--- src/verilog/hrrq_pkg.sv ---
// Constants and types shared by the request/reply queue block.
`default_nettype none
package hrrq_pkg;
  // ----------------------------------------
  // Register offsets (byte addresses)
  // ----------------------------------------
  localparam logic [7:0] OFS_INBOX = 8'h00;
  localparam logic [7:0] OFS_RING_BASE = 8'h04;
  localparam logic [7:0] OFS_RING_LEN = 8'h08;
  localparam logic [7:0] OFS_HOST_MAX = 8'h0c;
  localparam logic [7:0] OFS_DEV_MAX = 8'h10;
  localparam logic [7:0] OFS_CTRL = 8'h14;
  localparam logic [7:0] OFS_STATUS = 8'h18;
  localparam logic [7:0] OFS_FLAG = 8'h1c;
  // ----------------------------------------
  // Field positions and limits
  // ----------------------------------------
  localparam int INBOX_OP_W = 3;
  localparam logic [2:0] OP_TRANSACTION = 3'h0;
  localparam logic [2:0] OP_OTHER = 3'h1;
  localparam int CTRL_INIT_BIT = 0;
  localparam int FLAG_VALID_BIT = 0;
  localparam int ST_READY_BIT = 0;
  localparam int ST_CFG_ERR_BIT = 1;
  localparam int ST_PHASE_BIT = 2;
  localparam int ST_BUSY_BIT = 3;
  localparam int ST_CREDIT_LSB = 4;
  localparam int ST_WPTR_LSB = 16;
  localparam int LEN_W = 10;
  localparam int HOST_W = 10;
  localparam int DEV_W = 5;
  localparam logic [HOST_W-1:0] HOST_MAX_LIMIT = 10'h200;
  localparam logic [DEV_W-1:0] DEV_MAX_LIMIT = 5'h1a;
  localparam logic [LEN_W-1:0] RING_LEN_LIMIT = 10'h220;
  localparam int ELEM_BYTES = 4;
  // ----------------------------------------
  // Reset values
  // ----------------------------------------
  localparam logic [31:0] RST_RING_BASE = 32'h0000_0000;
  localparam logic [LEN_W-1:0] RST_RING_LEN = 10'h220;
  localparam logic [HOST_W-1:0] RST_HOST_MAX = 10'h200;
  localparam logic [DEV_W-1:0] RST_DEV_MAX = 5'h1a;
  // ----------------------------------------
  // Element tags (bits 3 to 1 of an element)
  // ----------------------------------------
  localparam logic [2:0] TAG_REQUEST = 3'h0;
  localparam logic [2:0] TAG_REPLY = 3'h1;
  localparam logic [2:0] TAG_SLAVE_OK = 3'h4;
  localparam logic [2:0] TAG_SLAVE_FAIL = 3'h5;

  typedef enum logic [1:0] {
    KIND_REQUEST,
    KIND_REPLY,
    KIND_SLAVE_OK,
    KIND_SLAVE_FAIL
  } hrrq_kind_type;

  // A posting request from the adapter's own logic.
  typedef struct packed {
    hrrq_kind_type kind;
    logic result_nz;
    logic [27:0] payload;
  } hrrq_post_type;

  // A single four-byte store into host memory.
  typedef struct packed {
    logic [31:0] addr;
    logic [31:0] data;
  } hrrq_store_type;

  // A block fetch ordered by an inbox write.
  typedef struct packed {
    logic other;
    logic [31:0] addr;
  } hrrq_fetch_type;
endpackage
`default_nettype wire

--- src/verilog/hrrq_queue.sv ---
// Inbox register and completion ring producer of the host request/reply queue.
//
// Implementation choices: the Wishbone interface to the registers and the address map.
`timescale 1ns/1ps
`default_nettype none
// Summary of operation
// - Inbox: pointer bits 31-3, opcode bits 2-0
// - Opcode zero issues a transaction block
// - Opcode one issues slave operation or command
// - Valid opcodes fetch the pointed block by DMA
// - Post four-byte elements into host ring
// - Tag 000x carries device transaction request
// - Tag 001x carries reply handle
// - Tag 100x reports slave operation success
// - Tag 101x reports slave operation failure
// - Bit 0 carries the phase flag
// - Keep one free plus host reply space
// - Limits: host 1-512, device 1-26, length
// - Init: pointer start, phase zero, full credit
// - Request needs credit, then credit decrements
// - Prepare block or result before posting
// - One atomic store with tag and phase
// - Set ring-valid flag after store
// - Advance pointer, toggle phase on wrap
module hrrq_queue (
  // Clock, reset and enable.
  input wire logic clk_i,
  input wire logic rst_i,
  input wire logic ce_i,
  // Wishbone slave.
  input wire logic cyc_i,
  input wire logic stb_i,
  input wire logic we_i,
  input wire logic [7:0] adr_i,
  input wire logic [3:0] sel_i,
  input wire logic [31:0] dat_i,
  output logic [31:0] dat_o,
  output logic ack_o,
  // Block fetch toward the DMA engine.
  output logic fetch_valid_o,
  output hrrq_pkg::hrrq_fetch_type fetch_o,
  input wire logic fetch_ready_i,
  // Posting requests from adapter logic.
  input wire logic post_valid_i,
  input wire hrrq_pkg::hrrq_post_type post_i,
  output logic post_ready_o,
  input wire logic credit_return_i,
  // Local preparation of blocks and result words.
  output logic prep_valid_o,
  output hrrq_pkg::hrrq_kind_type prep_kind_o,
  input wire logic prep_done_i,
  // Element store toward the DMA engine.
  output logic store_valid_o,
  output hrrq_pkg::hrrq_store_type store_o,
  input wire logic store_ready_i,
  // Ring-valid interrupt flag level.
  output logic ring_valid_o
);
  // ----------------------------------------
  // Declarations
  // ----------------------------------------
  // The posting sequence has three steps. Idle waits for a post from the
  // adapter logic. Prep waits while the local block or result word is built.
  // Store holds one element toward the DMA engine until it is taken.
  // Only one post is in flight at a time, so the ring never sees two stores
  // racing for the same write index.
  typedef enum logic [1:0] {ST_IDLE, ST_PREP, ST_STORE} hrrq_state_type;

  hrrq_state_type state_reg;
  logic ack_reg;
  logic [31:0] dat_reg;
  logic [31:0] ring_base_reg;
  logic [hrrq_pkg::LEN_W-1:0] ring_len_reg;
  logic [hrrq_pkg::HOST_W-1:0] host_max_reg;
  logic [hrrq_pkg::DEV_W-1:0] dev_max_reg;
  logic ready_reg;
  logic cfg_err_reg;
  logic phase_reg;
  logic [hrrq_pkg::LEN_W-1:0] wptr_reg;
  logic [hrrq_pkg::LEN_W-1:0] wptr_next;
  logic [hrrq_pkg::DEV_W-1:0] credit_reg;
  logic [hrrq_pkg::DEV_W-1:0] credit_next;
  logic flag_reg;
  logic fetch_valid_reg;
  hrrq_pkg::hrrq_fetch_type fetch_reg;
  hrrq_pkg::hrrq_post_type cur_reg;
  hrrq_pkg::hrrq_store_type store_reg;

  // ----------------------------------------
  // Functions
  // ----------------------------------------
  // Ring tag for an element kind.
  function automatic logic [2:0] tag_of(input hrrq_pkg::hrrq_kind_type k);
    logic [2:0] t;
    unique case (k)
      hrrq_pkg::KIND_REQUEST: t = hrrq_pkg::TAG_REQUEST;
      hrrq_pkg::KIND_REPLY: t = hrrq_pkg::TAG_REPLY;
      hrrq_pkg::KIND_SLAVE_OK: t = hrrq_pkg::TAG_SLAVE_OK;
      hrrq_pkg::KIND_SLAVE_FAIL: t = hrrq_pkg::TAG_SLAVE_FAIL;
    endcase
    return t;
  endfunction

  // Whether a kind must be prepared locally before its element is stored.
  function automatic logic needs_prep(input hrrq_pkg::hrrq_post_type p);
    return (p.kind == hrrq_pkg::KIND_REQUEST) ||
           (p.kind == hrrq_pkg::KIND_REPLY && p.result_nz);
  endfunction

  // ----------------------------------------
  // Bus decode
  // ----------------------------------------
  // Every access is answered one cycle after it is taken.
  // The request is masked while ack stands, so a master that holds its
  // strobe through the acknowledge edge is not taken a second time.
  // Partial writes are acknowledged but change nothing, because every
  // register here is a whole word to software.
  // Register hits and the one-cycle access strobe.
  wire req = cyc_i && stb_i && !ack_reg;
  wire hit_inbox = adr_i == hrrq_pkg::OFS_INBOX;
  wire hit_base = adr_i == hrrq_pkg::OFS_RING_BASE;
  wire hit_len = adr_i == hrrq_pkg::OFS_RING_LEN;
  wire hit_host = adr_i == hrrq_pkg::OFS_HOST_MAX;
  wire hit_dev = adr_i == hrrq_pkg::OFS_DEV_MAX;
  wire hit_ctrl = adr_i == hrrq_pkg::OFS_CTRL;
  wire hit_stat = adr_i == hrrq_pkg::OFS_STATUS;
  wire hit_flag = adr_i == hrrq_pkg::OFS_FLAG;
  wire full_word = sel_i == 4'hf;
  // An inbox write waits while an earlier fetch is still pending.
  wire inbox_stall = hit_inbox && we_i && fetch_valid_reg;
  wire take = req && !inbox_stall;
  wire wr = take && we_i && full_word;
  wire [2:0] inbox_op = dat_i[hrrq_pkg::INBOX_OP_W-1:0];
  wire inbox_fetch = wr && hit_inbox &&
    (inbox_op == hrrq_pkg::OP_TRANSACTION || inbox_op == hrrq_pkg::OP_OTHER);
  wire init_cmd = wr && hit_ctrl && dat_i[hrrq_pkg::CTRL_INIT_BIT];
  wire flag_clr = wr && hit_flag && dat_i[hrrq_pkg::FLAG_VALID_BIT];

  wire [hrrq_pkg::LEN_W:0] len_need = {1'b0, host_max_reg} +
    {{(hrrq_pkg::LEN_W-hrrq_pkg::DEV_W+1){1'b0}}, dev_max_reg} + 11'h001;
  wire cfg_ok = host_max_reg != '0 && host_max_reg <= hrrq_pkg::HOST_MAX_LIMIT &&
    dev_max_reg != '0 && dev_max_reg <= hrrq_pkg::DEV_MAX_LIMIT &&
    {1'b0, ring_len_reg} >= len_need && ring_len_reg <= hrrq_pkg::RING_LEN_LIMIT;

  // Read data mux; the inbox is write-only and reads as zero.
  wire [31:0] status_word = ({31'h0, ready_reg} << hrrq_pkg::ST_READY_BIT) |
    ({31'h0, cfg_err_reg} << hrrq_pkg::ST_CFG_ERR_BIT) |
    ({31'h0, phase_reg} << hrrq_pkg::ST_PHASE_BIT) |
    ({31'h0, state_reg != ST_IDLE} << hrrq_pkg::ST_BUSY_BIT) |
    ({27'h0, credit_reg} << hrrq_pkg::ST_CREDIT_LSB) |
    ({22'h0, wptr_reg} << hrrq_pkg::ST_WPTR_LSB);
  wire [31:0] rd_mux = hit_base ? ring_base_reg :
    hit_len ? {22'h0, ring_len_reg} :
    hit_host ? {22'h0, host_max_reg} :
    hit_dev ? {27'h0, dev_max_reg} :
    hit_stat ? status_word :
    hit_flag ? {31'h0, flag_reg} : 32'h0000_0000;

  // ----------------------------------------
  // Ring producer decode
  // ----------------------------------------
  // A post is offered only while the ring has been set up and nothing else
  // is in flight. Requests also need a device credit, which keeps room in
  // the ring for every reply the host may still be owed.
  // Replies and slave reports never consume credit.
  // requests need credit
  wire can_post = state_reg == ST_IDLE && ready_reg &&
    (post_i.kind != hrrq_pkg::KIND_REQUEST || credit_reg != '0);
  wire post_take = post_valid_i && can_post;
  wire store_done = state_reg == ST_STORE && store_ready_i;
  wire prep_end = state_reg == ST_PREP && prep_done_i;
  wire wrap = wptr_reg == ring_len_reg - 10'h001;
  wire is_req = cur_reg.kind == hrrq_pkg::KIND_REQUEST;
  wire cr_inc = credit_return_i && credit_reg < dev_max_reg;
  wire cr_dec = store_done && is_req;

  // Next write pointer and credit.
  always_comb begin
    wptr_next = wptr_reg;
    credit_next = credit_reg;
    if (store_done) begin
      wptr_next = wrap ? '0 : wptr_reg + 10'h001;
    end
    if (cr_inc && !cr_dec) begin
      credit_next = credit_reg + 5'h01;
    end else if (cr_dec && !cr_inc) begin
      credit_next = credit_reg - 5'h01;
    end
  end

  // Element address and contents for the current post.
  // four-byte ring element
  wire [31:0] elem_addr = ring_base_reg +
    {20'h0, wptr_reg, 2'h0} * hrrq_pkg::ELEM_BYTES / 4;
  wire [31:0] elem_data = {cur_reg.payload, tag_of(cur_reg.kind), phase_reg};

  // ----------------------------------------
  // Bus slave
  // ----------------------------------------
  // Read data is captured only on a taken read, so it stays put after the
  // acknowledge and a later write does not disturb what software saw.
  // Registered acknowledge and read data; unmapped reads return zero.
  always_ff @(posedge clk_i) begin
    if (rst_i) begin
      ack_reg <= 1'b0;
      dat_reg <= 32'h0000_0000;
    end else if (ce_i) begin
      ack_reg <= take;
      if (take && !we_i) begin
        dat_reg <= rd_mux;
      end
    end
  end

  // Configuration registers; full-word writes only.
  always_ff @(posedge clk_i) begin
    if (rst_i) begin
      ring_base_reg <= hrrq_pkg::RST_RING_BASE;
      ring_len_reg <= hrrq_pkg::RST_RING_LEN;
      host_max_reg <= hrrq_pkg::RST_HOST_MAX;
      dev_max_reg <= hrrq_pkg::RST_DEV_MAX;
    end else if (ce_i && wr) begin
      if (hit_base) ring_base_reg <= {dat_i[31:2], 2'h0};
      if (hit_len) ring_len_reg <= dat_i[hrrq_pkg::LEN_W-1:0];
      if (hit_host) host_max_reg <= dat_i[hrrq_pkg::HOST_W-1:0];
      if (hit_dev) dev_max_reg <= dat_i[hrrq_pkg::DEV_W-1:0];
    end
  end

  // ----------------------------------------
  // Inbox fetch
  // ----------------------------------------
  // Only one fetch order is kept. A second inbox write is held off on the
  // bus until the DMA engine has taken the first, so no order is lost.
  // Reserved opcodes are acknowledged and dropped without any side effect.
  // split pointer and opcode
  always_ff @(posedge clk_i) begin
    if (rst_i) begin
      fetch_valid_reg <= 1'b0;
      fetch_reg <= '0;
    end else if (ce_i) begin
      if (inbox_fetch) begin
        fetch_valid_reg <= 1'b1;
        fetch_reg.addr <= {dat_i[31:3], 3'h0};
        fetch_reg.other <= inbox_op == hrrq_pkg::OP_OTHER;
      end else if (fetch_ready_i) begin
        fetch_valid_reg <= 1'b0;
      end
    end
  end

  // ----------------------------------------
  // Ring state
  // ----------------------------------------
  // The initialise command wins over any store finishing in the same cycle.
  // Software must not start it while a post is in flight, since the element
  // being stored would then land at a stale index.
  // A bad configuration leaves the ring not ready and sets the error bit.
  // initialise pointer, phase, credit
  always_ff @(posedge clk_i) begin
    if (rst_i) begin
      ready_reg <= 1'b0;
      cfg_err_reg <= 1'b0;
      phase_reg <= 1'b0;
      wptr_reg <= '0;
      credit_reg <= '0;
    end else if (ce_i) begin
      if (init_cmd) begin
        ready_reg <= cfg_ok;
        cfg_err_reg <= !cfg_ok;
        phase_reg <= 1'b0;
        wptr_reg <= '0;
        credit_reg <= dev_max_reg;
      end else begin
        wptr_reg <= wptr_next;
        credit_reg <= credit_next;
        if (store_done && wrap) begin
          phase_reg <= !phase_reg;
        end
      end
    end
  end

  // ring-valid flag, set wins over clear
  always_ff @(posedge clk_i) begin
    if (rst_i) begin
      flag_reg <= 1'b0;
    end else if (ce_i) begin
      flag_reg <= store_done || (flag_reg && !flag_clr);
    end
  end

  // ----------------------------------------
  // Posting sequence
  // ----------------------------------------
  // Requests and replies with a non-zero result wait for the local builder
  // before their element is stored. The host may follow an element at once,
  // so whatever it points at must already be in place.
  // prepare locally first
  always_ff @(posedge clk_i) begin
    if (rst_i) begin
      state_reg <= ST_IDLE;
      cur_reg <= '0;
      store_reg <= '0;
    end else if (ce_i) begin
      unique case (state_reg)
        ST_IDLE: begin
          if (post_take) begin
            cur_reg <= post_i;
            state_reg <= needs_prep(post_i) ? ST_PREP : ST_STORE;
          end
        end
        ST_PREP: begin
          if (prep_end) begin
            state_reg <= ST_STORE;
          end
        end
        ST_STORE: begin
          if (store_done) begin
            state_reg <= ST_IDLE;
          end
        end
      endcase
    end
  end

  // Store word follows the current element and pointer.
  always_comb begin
    store_o.addr = elem_addr;
    store_o.data = elem_data;
  end

  // ----------------------------------------
  // Outputs
  // ----------------------------------------
  assign dat_o = dat_reg;
  assign ack_o = ack_reg;
  assign fetch_valid_o = fetch_valid_reg;
  assign fetch_o = fetch_reg;
  assign post_ready_o = can_post;
  assign prep_valid_o = state_reg == ST_PREP;
  assign prep_kind_o = cur_reg.kind;
  assign store_valid_o = state_reg == ST_STORE;
  assign ring_valid_o = flag_reg;
endmodule // hrrq_queue
`default_nettype wire

--- config.mk ---
export PLATFORM = sky130hd
export DESIGN_NAME = hrrq_queue
export DESIGN_NICKNAME = d
export VERILOG_FILES = /design/src/verilog/hrrq_pkg.sv /design/src/verilog/hrrq_queue.sv
export SDC_FILE = /design/constraint.sdc
export NUM_CORES = 1
export LEC_CHECK = 0
export BUFFER_PORTS_ARGS = -buffer_cell sky130_fd_sc_hd__buf_2
export CORE_MARGIN = 5
export CORE_UTILIZATION = 45
export DETAILED_ROUTE_END_ITERATION = 7
export PLACE_DENSITY = 0.69
export SLEW_MARGIN = 20
export SYNTH_ARGS = -nofsm -noshare
export SYNTH_HDL_FRONTEND = slang
export SYNTH_SLANG_ARGS = --single-unit
--- constraint.sdc ---
create_clock -name clk_i -period 4 [get_ports clk_i]
set_clock_uncertainty 0.1 [all_clocks]
set_input_delay 0.2 -clock clk_i [delete_from_list [all_inputs] [get_ports clk_i]]
set_output_delay 0.2 -clock clk_i [all_outputs]
set_load 0.05 [all_outputs]
==> results of run 1 <==
==> final timing paths <==
check | startpoint | to | slack [ps]
min | stb_i | ack_o | 50
max reg2reg | dev_max_reg[1] | credit_reg[4] | 750
min reg2reg | fetch_o[22] | fetch_o[22] | 350
max | wptr_reg[0] | store_o[54] | 340
==> synth_stat cells (2+ instances only) <==
library cell	n	area, um^2
a211o_1	3	26.3
a211oi_1	12	90.1
a21boi_0	2	15.0
a21o_1	11	82.6
a21oi_1	136	681
a221oi_1	13	114
a222oi_1	8	80.1
a22oi_1	15	113
a31o_1	2	17.5
a31oi_1	5	31.3
and2_1	4	25.0
and3_1	9	56.3
buf_2	6	30.0
buf_4	7	52.6
clkbuf_1	57	214
dfxtp_1	170	3400
fa_1	3	60.1
ha_1	38	475
inv_1	34	128
mux2i_1	7	70.1
nand2_1	265	995
nand2b_1	6	37.5
nand3_1	18	90.1
nand3b_1	4	30.0
nand4_1	12	75.1
nor2_1	79	297
nor2b_1	4	25.0
nor3_1	37	185
nor4_1	9	56.3
o2111ai_1	2	17.5
o211ai_1	12	90.1
o21a_1	3	22.5
o21ai_0	25	125
o21bai_1	2	15.0
o221ai_1	2	17.5
o31ai_1	4	30.0
o32ai_1	2	17.5
or2_2	2	12.5
or3_1	2	12.5
xnor2_1	36	315
xor2_1	18	158
==> cell type report <==
cell class / instances / area (um^2) / area share, %
Clock inverter: 15 / 195 / 1.77
Multi-Input combinational cell: 833 / 4760 / 43.1
Sequential cell: 170 / 3400 / 30.9
Inverter: 34 / 128 / 1.16
Clock buffer: 17 / 425 / 3.86
Timing Repair Buffer: 292 / 1830 / 16.6
Tap cell: 234 / 293 / 2.65
==> placed cells by master (no fill, tap or decap), types with 3 or more instances in the layout <==
| cell type | instances |
|---|---|
| nand2_1 | 264 |
| buf_2 | 215 |
| dfxtp_1 | 170 |
| a21oi_1 | 136 |
| nor2_1 | 78 |
| dlygate4sd3_1 | 64 |
| ha_1 | 38 |
| xnor2_1 | 36 |
| nor3_1 | 35 |
| inv_1 | 34 |
| o21ai_0 | 25 |
| xor2_1 | 18 |
| nand3_1 | 17 |
| clkbuf_16 | 17 |
| a22oi_1 | 15 |
| a221oi_1 | 13 |
| nand4_1 | 12 |
| a211oi_1 | 12 |
| o211ai_1 | 12 |
| buf_4 | 12 |
| a21o_1 | 11 |
| and3_1 | 9 |
| nor4_1 | 8 |
| a222oi_1 | 8 |
| mux2i_1 | 7 |
| nand2b_1 | 6 |
| conb_1 | 6 |
| inv_8 | 6 |
| a31oi_1 | 5 |
| inv_6 | 5 |
| nor2b_1 | 4 |
| o31ai_1 | 4 |
| nand3b_1 | 4 |
| and2_1 | 4 |
| o21a_1 | 3 |
| a211o_1 | 3 |
| fa_1 | 3 |
==> per-stage QoR <==
stage	utilization [%]	area, um^2
after global placement	52.2	9760
after detailed placement	52.2	9760
after floorplan	-	8570
after CTS	58.9	11000
final	59.0	11000
after global routing	59.0	11000
==> tightest hold or removal path, stage by stage <==
cell and delay (ps):
buf_2 100, nand2_1 50, nor2_1 50, nand3_1 80, a21oi_1 60
==> power by group <==
group | switching, mW | internal (mW)
registers | 0.0115 | 1.70
logic | 0.157 | 0.115
clock network | 0.801 | 0.962
total | 0.969 | 2.78
==> cells by family after synthesis <==
kind of cell	Yosys count	share of synthesized area, %
AND/OR/NAND/NOR	459	23.2
AO/OA/AOI/OAI	266	19.2
flip-flops	170	39.8
buffers and inverters	105	5.09
XOR/XNOR	54	5.53
adder cells (fa/ha/maj)	41	6.27
multiplexers	7	0.820
other	1	0.0439
==> routing by layer <==
layer  part of all wire, %  vias up  wire, um
li1                      -     4290         -
met1                    41     4082     11800
met2                    47      395     13400
met3                   8.8       69      2510
met4                   3.2        0       911
met5                     0        -         0
==> reports/metrics.cfg, run 1 <==
[status]
outcome = completed

[timing]
timing.fmax_ghz = 0.273
fin_hold_ws_ps = 51.8
rsz0062_at_grt = false
tightestPinTransition_ps = 928
tns_ps = 0
slew_viol_final = 0
final.min_clock_period_ps = 3660
setup_violations = 0
min_period_over_period_pct = 91.5
maxSlewHeadroom_pct = 37.6
hold_viol_final = 0
finalWorstSetupSlack_ps = 338

[grt]
grt_util_met2_pct = 41.0
grt_antenna_before_repair = 0
grt_pass1_wl_mm = 45.0
use_met1_pct = 33.0
grtUsageTotal_pct = 25.5
grt_pass1_vias = 8462
grt_max_degree = 105
grt_util_met3_pct = 6.47
grt_overflow_total = 0
busiest_layer = met2

[cells_and_area]
drive_above_1_share_pct = 20.1
instances_no_fill = 1595
syn_to_final_growth_pct = 29.0
antenna_cells = 0
finalNetCount = 1475
largest_register_ffs = 32
nFillCells = 1702

[placement]
dpl.hpwl_mm = 20.2
post-place-ws_ps = 783
portBuffers = 216
placedCellCount = 1499
gp_congestion = 0.940

[power_and_ir_drop]
finalPower_mw = 3.75
powerDensity_mw_per_mm2 = 340
power.leakage_nw = 4.70
irDropWorstVdd_mv = 0.299

[routing]
wl_mm = 28.6
ant_nets = 0
vias = 8836
vias_per_cell = 5.54
drt_iter0_drc = 814
routedWlPerCell_um = 17.9
drt_pass1_iterations = 7
post-route-drc-count = 0

[setup_path]
cp_num_buf_inv = 2
slowest_delay_ps = 460
crit_type = reg2out
cp-start-kind = flop
crit_path_end_kind = output pin
cp.depth = 11
critPathTopFamily = compound AO/OA/AOI/OAI gates
crit_chain = ha_1 > inv_1 > fa_1 > nor2b_1 > o31ai_1 > a221oi_1 > o21a_1 > o211ai_1 > nor3_1 > xor2_1 > buf_2
arrival_ps = 3360
crit_path_max_fanout = 7
ff2ff_path_depth = 12
worstPathRequired_ps = 3700
cpMaxStageDelayCell = dfxtp_1

[clocking]
cts_buffer_depth = 2
path_clk_slew_ps = 70
cts_root_buf = clkbuf_16
cts_num_sinks = 170
cts_buffers = 17
h-tree-depth = 4
hold_buffers = 64
cts_resized = 0
cts_tree = yes
clk_latency_ps = 440
cts_post_setup_buffers_inserted = 0

[die]
row_count = 50
core_mm2 = 0.0187
die_w_um = 148
dieArea_mm2 = 0.0218
die_y_um = 148
start_util_pct = 45.7
io_pins = 223

[worst_hold_path]
holdPathStages = 5
min_path_type = in2reg

[synthesis]
syn_area_per_cell_um2 = 7.75
synth_cell_types = 58
synth_flop_cell = dfxtp_1
ys_seq_elements = 170
syn-instance-count = 1103
synth_area_mm2 = 0.00855
synth_edf_count = 0
yosys_warnings = 0
async_flop_share_pct = 0
seq_area_frac_synth_pct = 39.8

[job]
maxCapViolCount = 0

Note: power is estimated with default switching activity, not from simulation.
==> run 2, diff against run 1 <==
--- a/config.mk
+++ b/config.mk
@@ -6,10 +6,11 @@
 export NUM_CORES = 1
 export LEC_CHECK = 0
 export BUFFER_PORTS_ARGS = -buffer_cell sky130_fd_sc_hd__buf_2
+export CAP_MARGIN = 10
 export CORE_MARGIN = 5
 export CORE_UTILIZATION = 45
 export DETAILED_ROUTE_END_ITERATION = 7
-export PLACE_DENSITY = 0.69
+export PLACE_DENSITY_LB_ADDON = 0.3
 export SLEW_MARGIN = 20
 export SYNTH_ARGS = -nofsm -noshare
 export SYNTH_HDL_FRONTEND = slang
==> reports/metrics.cfg, run 2 (same netlist as run 1, synthesis figures left out) <==
[routing]
ant_nets = 0
vias = 8917
wl_mm = 28.7
drt_pass1_iterations = 7
drt_iter0_drc = 629
routedWlPerCell_um = 18.0
vias_per_cell = 5.59
post-route-drc-count = 0

[setup_path]
cpMaxStageDelayCell = dfxtp_1
critPathTopFamily = compound AO/OA/AOI/OAI gates
r2r_slack_ps = 740
ff2ff_path_depth = 12
worstPathRequired_ps = 3700
crit_path_max_fanout = 7
cp-start-kind = flop
crit_type = reg2out
cp_num_buf_inv = 2
arrival_ps = 3330
rr_startpoint = dev_max_reg[1]
crit_chain = ha_1 > inv_1 > fa_1 > nor2b_1 > o31ai_1 > a221oi_1 > o21a_1 > o211ai_1 > nor3_1 > xor2_1 > buf_2
r2r-end = credit_reg[4]
slowest_delay_ps = 470
crit_path_end_kind = output pin

[clocking]
hold_buffers = 62
cts_buffer_depth = 2
cts_resized = 0
clk_latency_ps = 430
cts_tree = yes
path_clk_slew_ps = 70
cts_buffers = 17
cts_num_sinks = 170
cts_root_buf = clkbuf_16
cts_post_setup_buffers_inserted = 0
h-tree-depth = 4

[cells_and_area]
syn_to_final_growth_pct = 28.3
postLayoutCoreUtil_pct = 58.6
fin_area_mm2 = 0.0110
largest_register_ffs = 32
final_cell_mix = nand2_1 (264), buf_2 (215), dfxtp_1 (170)
instances_no_fill = 1594
drive_above_1_share_pct = 20.1
antenna_cells = 0
finalNetCount = 1475
final_common_cell = nand2_1

[power_and_ir_drop]
finalPower_mw = 3.65
power.leakage_nw = 4.68
irDropWorstVdd_mv = 0.294
powerDensity_mw_per_mm2 = 333

[die]
io_pins = 223
die_w_um = 148
die_y_um = 148
core_mm2 = 0.0187
row_count = 50
start_util_pct = 45.7
dieArea_mm2 = 0.0218

[worst_hold_path]
hold_path_end = ring_len_reg[2]
min_path_type = in2reg
hp-start = dat_i[2]
holdPathStages = 3

[grt]
grtUsageTotal_pct = 25.2
grt_antenna_before_repair = 0
grt_util_met3_pct = 6.90
grt_max_degree = 62
grt_pass1_vias = 8444
grt_overflow_total = 0
grt_util_met2_pct = 40.8
busiest_layer = met2
grt_pass1_wl_mm = 44.6
use_met1_pct = 32.3

[placement]
gp_congestion = 0.956
dpl_cell_area_mm2 = 0.00976
post-place-ws_ps = 759
portBuffers = 216
dpl.hpwl_mm = 20.5
placedCellCount = 1501

[timing]
tns_ps = 0
timing.fmax_ghz = 0.275
hold_viol_final = 0
setup_violations = 0
final.min_clock_period_ps = 3630
tightestPinTransition_ps = 973
finalWorstSetupSlack_ps = 366
slew_viol_final = 0
maxSlewHeadroom_pct = 34.6
min_period_over_period_pct = 90.8
fin_hold_ws_ps = 17.5
rsz0062_at_grt = false

[status]
outcome = completed

[job]
maxCapViolCount = 0

==> run 2: area by class of cell <==
cell class	instances	area (um^2)
clock inverters	14	156
well taps	234	293
inverters	34	128
fillers	1654	7740
clock buffers	17	425
flip-flops and latches	170	3400
repair buffers	292	1810
multi-input cells	833	4750
==> run 2: how the worst max path moves through the flow <==
stage	start	to	slack (ps)	cells after the start
2_1_floorplan	wptr_reg[0]	store_o[62]	740	10
3_3_place_gp	dev_max_reg[1]	credit_reg[4]	850	12
3_5_place_dp	dev_max_reg[1]	credit_reg[4]	760	12
4_1_cts	wptr_reg[0]	store_o[54]	380	11
5_1_grt	wptr_reg[0]	store_o[54]	110	11
6_report	wptr_reg[0]	store_o[54]	370	11
==> run 2: layer usage <==
metal	vias up	wire length [um]
li1	4288	-
met1	4183	11700
met2	393	13400
met3	53	2720
met4	0	796
met5	-	0
==> run 2: power breakdown <==
group          internal [mW]  switching [mW]  leakage [nW]
clock network          0.933           0.733         0.291
registers               1.70          0.0118          1.37
logic                  0.113           0.159          3.02
total                   2.75           0.903          4.68
==> run 2: worst register-to-register path, cell delays in order (launching register included) <==
cell      delay, ps
dfxtp_1         460
inv_1           120
ha_1            300
a211o_1         270
a31o_1          210
a211o_1         380
ha_1            360
a21o_1          200
a21oi_1         180
xor2_1          180
xnor2_1          80
a211oi_1        200
nor3_1           70
==> run 3, diff against run 2 <==
--- a/config.mk
+++ b/config.mk
@@ -5,9 +5,9 @@
 export SDC_FILE = /design/constraint.sdc
 export NUM_CORES = 1
 export LEC_CHECK = 0
+export ABC_AREA = 1
 export BUFFER_PORTS_ARGS = -buffer_cell sky130_fd_sc_hd__buf_2
 export CAP_MARGIN = 10
-export CORE_MARGIN = 5
 export CORE_UTILIZATION = 45
 export DETAILED_ROUTE_END_ITERATION = 7
 export PLACE_DENSITY_LB_ADDON = 0.3
==> reports/metrics.cfg, run 3 <==
[status]
outcome = finished, violations left
violations = negative hold slack

[die]
core_mm2 = 0.0198
die_w_um = 145
start_util_pct = 46.6
die_y_um = 145
io_pins = 223
row_count = 51
dieArea_mm2 = 0.0210

[clocking]
cts_num_sinks = 170
clk_latency_ps = 440
cts_buffer_depth = 2
cts_root_buf = clkbuf_16
cts_resized = 0
cts_post_setup_buffers_inserted = 0
path_clk_slew_ps = 70
hold_buffers = 59
cts_buffers = 17
h-tree-depth = 4
cts_tree = yes

[synthesis]
yosysTopAreaCellShare_pct = 36.9
syn_area_per_cell_um2 = 7.04
synth_area_mm2 = 0.00921
synthAdderAreaFrac_pct = 5.81
synth_flop_cell = dfxtp_1
synth_area_leaders = dfxtp_1 (37%), nand2_1 (8.2%), o21ai_0 (8.0%), nor2_1 (7.3%), a21oi_1 (6.8%)
synth_top_family_by_area = simple AND/OR/NAND/NOR gates
ys_seq_elements = 170
synth_cell_types = 46
synth_edf_count = 0
synth_xor_area_share_pct = 4.56
seq_area_frac_synth_pct = 36.9
synth_commonest_cells = nand2_1 (201), nor2_1 (179), dfxtp_1 (170)
syn-instance-count = 1309
yosys.cell_count.top_type = nand2_1
synth_mux_area_share_pct = 0
yosys_warnings = 0
synth_compound_area_share_pct = 18.3
async_flop_share_pct = 0
synthSimpleGateAreaFrac_pct = 24.2
synth_area_leader_cell = dfxtp_1

[routing]
vias = 9676
ant_nets = 0
wl_mm = 30.1
vias_per_cell = 5.27
drt_iter0_drc = 774
post-route-drc-count = 0
drt_pass1_iterations = 5
routedWlPerCell_um = 16.4

[grt]
grt_max_degree = 63
grt_pass1_vias = 9050
grt_overflow_total = 0
grt_pass1_wl_mm = 47.5
grtUsageTotal_pct = 28.2
grt_antenna_before_repair = 0

[cells_and_area]
fin_area_mm2 = 0.0116
instances_no_fill = 1836
largest_register_ffs = 32
syn_to_final_growth_pct = 25.5
nFillCells = 1884
drive_above_1_share_pct = 19.0
final_common_cell = buf_2
antenna_cells = 0
multiInputGateArea_mm2 = 0.00490
finalNetCount = 1685
final_cell_mix = buf_2 (216), nand2_1 (201), nor2_1 (179)
register_area_mm2 = 0.00340

[setup_path]
crit_path_end_kind = output pin
r2r_slack_ps = 1030
slowest_delay_ps = 410
crit_type = reg2out
crit_path_max_fanout = 5
r2r-end = cfg_err_reg
critPathTopFamily = compound AO/OA/AOI/OAI gates
arrival_ps = 2850
rr_startpoint = dev_max_reg[0]
cp-start-kind = flop
cpMaxStageDelayCell = dfxtp_1
ff2ff_path_depth = 21
worstPathRequired_ps = 3700
crit_chain = ha_1 > inv_1 > fa_1 > o21a_1 > o211ai_2 > nand2_1 > nor2_1 > xor2_1 > buf_2
cp_num_buf_inv = 2

[timing]
timing.fmax_ghz = 0.317
min_period_over_period_pct = 78.8
fin_hold_ws_ps = -4.88
setup_violations = 0
tightestPinTransition_ps = 1040
finalWorstSetupSlack_ps = 847
hold_viol_final = 1
slew_viol_final = 0
rsz0062_at_grt = false
final.min_clock_period_ps = 3150
tns_ps = 0
maxSlewHeadroom_pct = 30.6

[job]
maxCapViolCount = 0

[worst_hold_path]
min_path_type = in2reg
holdPathStages = 3
hold_path_end = fetch_o[24]
hp-start = dat_i[24]

[placement]
placedCellCount = 1745
portBuffers = 216
dpl_cell_area_mm2 = 0.0104
post-place-ws_ps = 1070
gp_congestion = 0.949
dpl.hpwl_mm = 21.9

[power_and_ir_drop]
power.leakage_nw = 5.40
powerDensity_mw_per_mm2 = 320
irDropWorstVdd_mv = 0.294

-- run 3: changes by cell type in the layout (fill, tap and decap cells not counted), moves of 25 or more --
| cell | previous run | this run |
|---|---|---|
| inv_1 | 34 | 151 |
| nand2_1 | 264 | 201 |
| nand3_1 | 17 | 63 |
| nor2_1 | 78 | 179 |
| o21ai_0 | 25 | 147 |
| xnor2_1 | 36 | 11 |
-- run 3: cell type report --
| cell class | count | area share (%) |
|---|---|---|
| well taps | 265 | 2.87 |
| repair buffers | 283 | 15.0 |
| multi-input cells | 926 | 42.4 |
| flip-flops and latches | 170 | 29.4 |
| inverters | 160 | 5.21 |
| clock buffers | 17 | 3.68 |
| clock inverters | 15 | 1.46 |
-- run 3: through the flow --
stage / utilization (%) / hold WS, ps / power (mW)
2_1_floorplan: - / 226 / 1.93
3_3_place_gp: 52.4 / 328 / 2.03
3_5_place_dp: 52.4 / 333 / 2.03
4_1_cts: 58.4 / 0.772 / 3.72
5_1_grt: 58.4 / 12.8 / 3.83
6_report: 58.4 / -4.88 / 3.70
-- run 3: worst max path at each step --
| stage | slack (ps) | endpoint | from | depth (start not counted) |
|---|---|---|---|---|
| CTS | 850 | store_o[58] | wptr_reg[0] | 9 |
| floorplan | 1190 | store_o[44] | wptr_reg[0] | 10 |
| global route | 660 | store_o[44] | wptr_reg[0] | 11 |
| finish | 850 | store_o[58] | wptr_reg[0] | 9 |
| detailed placement | 1070 | credit_reg[4] | dev_max_reg[4] | 17 |
| global placement | 1170 | credit_reg[4] | dev_max_reg[2] | 17 |
-- run 3: report_power, final --
group | internal (mW) | switching (mW)
Sequential | 1.70 | 0.0123
Combinational | 0.128 | 0.198
Clock | 0.842 | 0.816
-- run 3: cell families after synthesis --
group | Yosys count
DFF | 170
xor gates and xnor gates | 48
other | 1
AOI/OAI and AO/OA | 317
adders and majority gates | 41
and+or+nand+nor | 514
buffers and inverters | 218
-- run 3: routing by layer --
layer | routed length (um) | part of all wire, % | global-route usage [%] | vias to the layer above
met5 | 0 | 0 | 0 | -
met4 | 965 | 3.2 | 11.6 | 0
met3 | 2140 | 7.1 | 4.65 | 67
met2 | 14300 | 47 | 46.7 | 405
met1 | 12700 | 42 | 36.4 | 4431
li1 | - | - | - | 4773
-- run 3: worst reg2reg max path, stage by stage, from the launching register on --
cell	delay, ps
dfxtp_1	380
inv_1	110
ha_1	190
inv_1	80
fa_1	210
a31oi_1	110
or2_2	290
nand2_1	60
nand2_1	70
xor2_1	160
ha_1	290
nand2_1	70
nor2_1	150
nand2_1	70
nand2_1	70
nand2_1	50
nand3_1	70
nand2_1	50
nand2_1	60
nand2_1	70
nand3_1	90
nand2_1	70
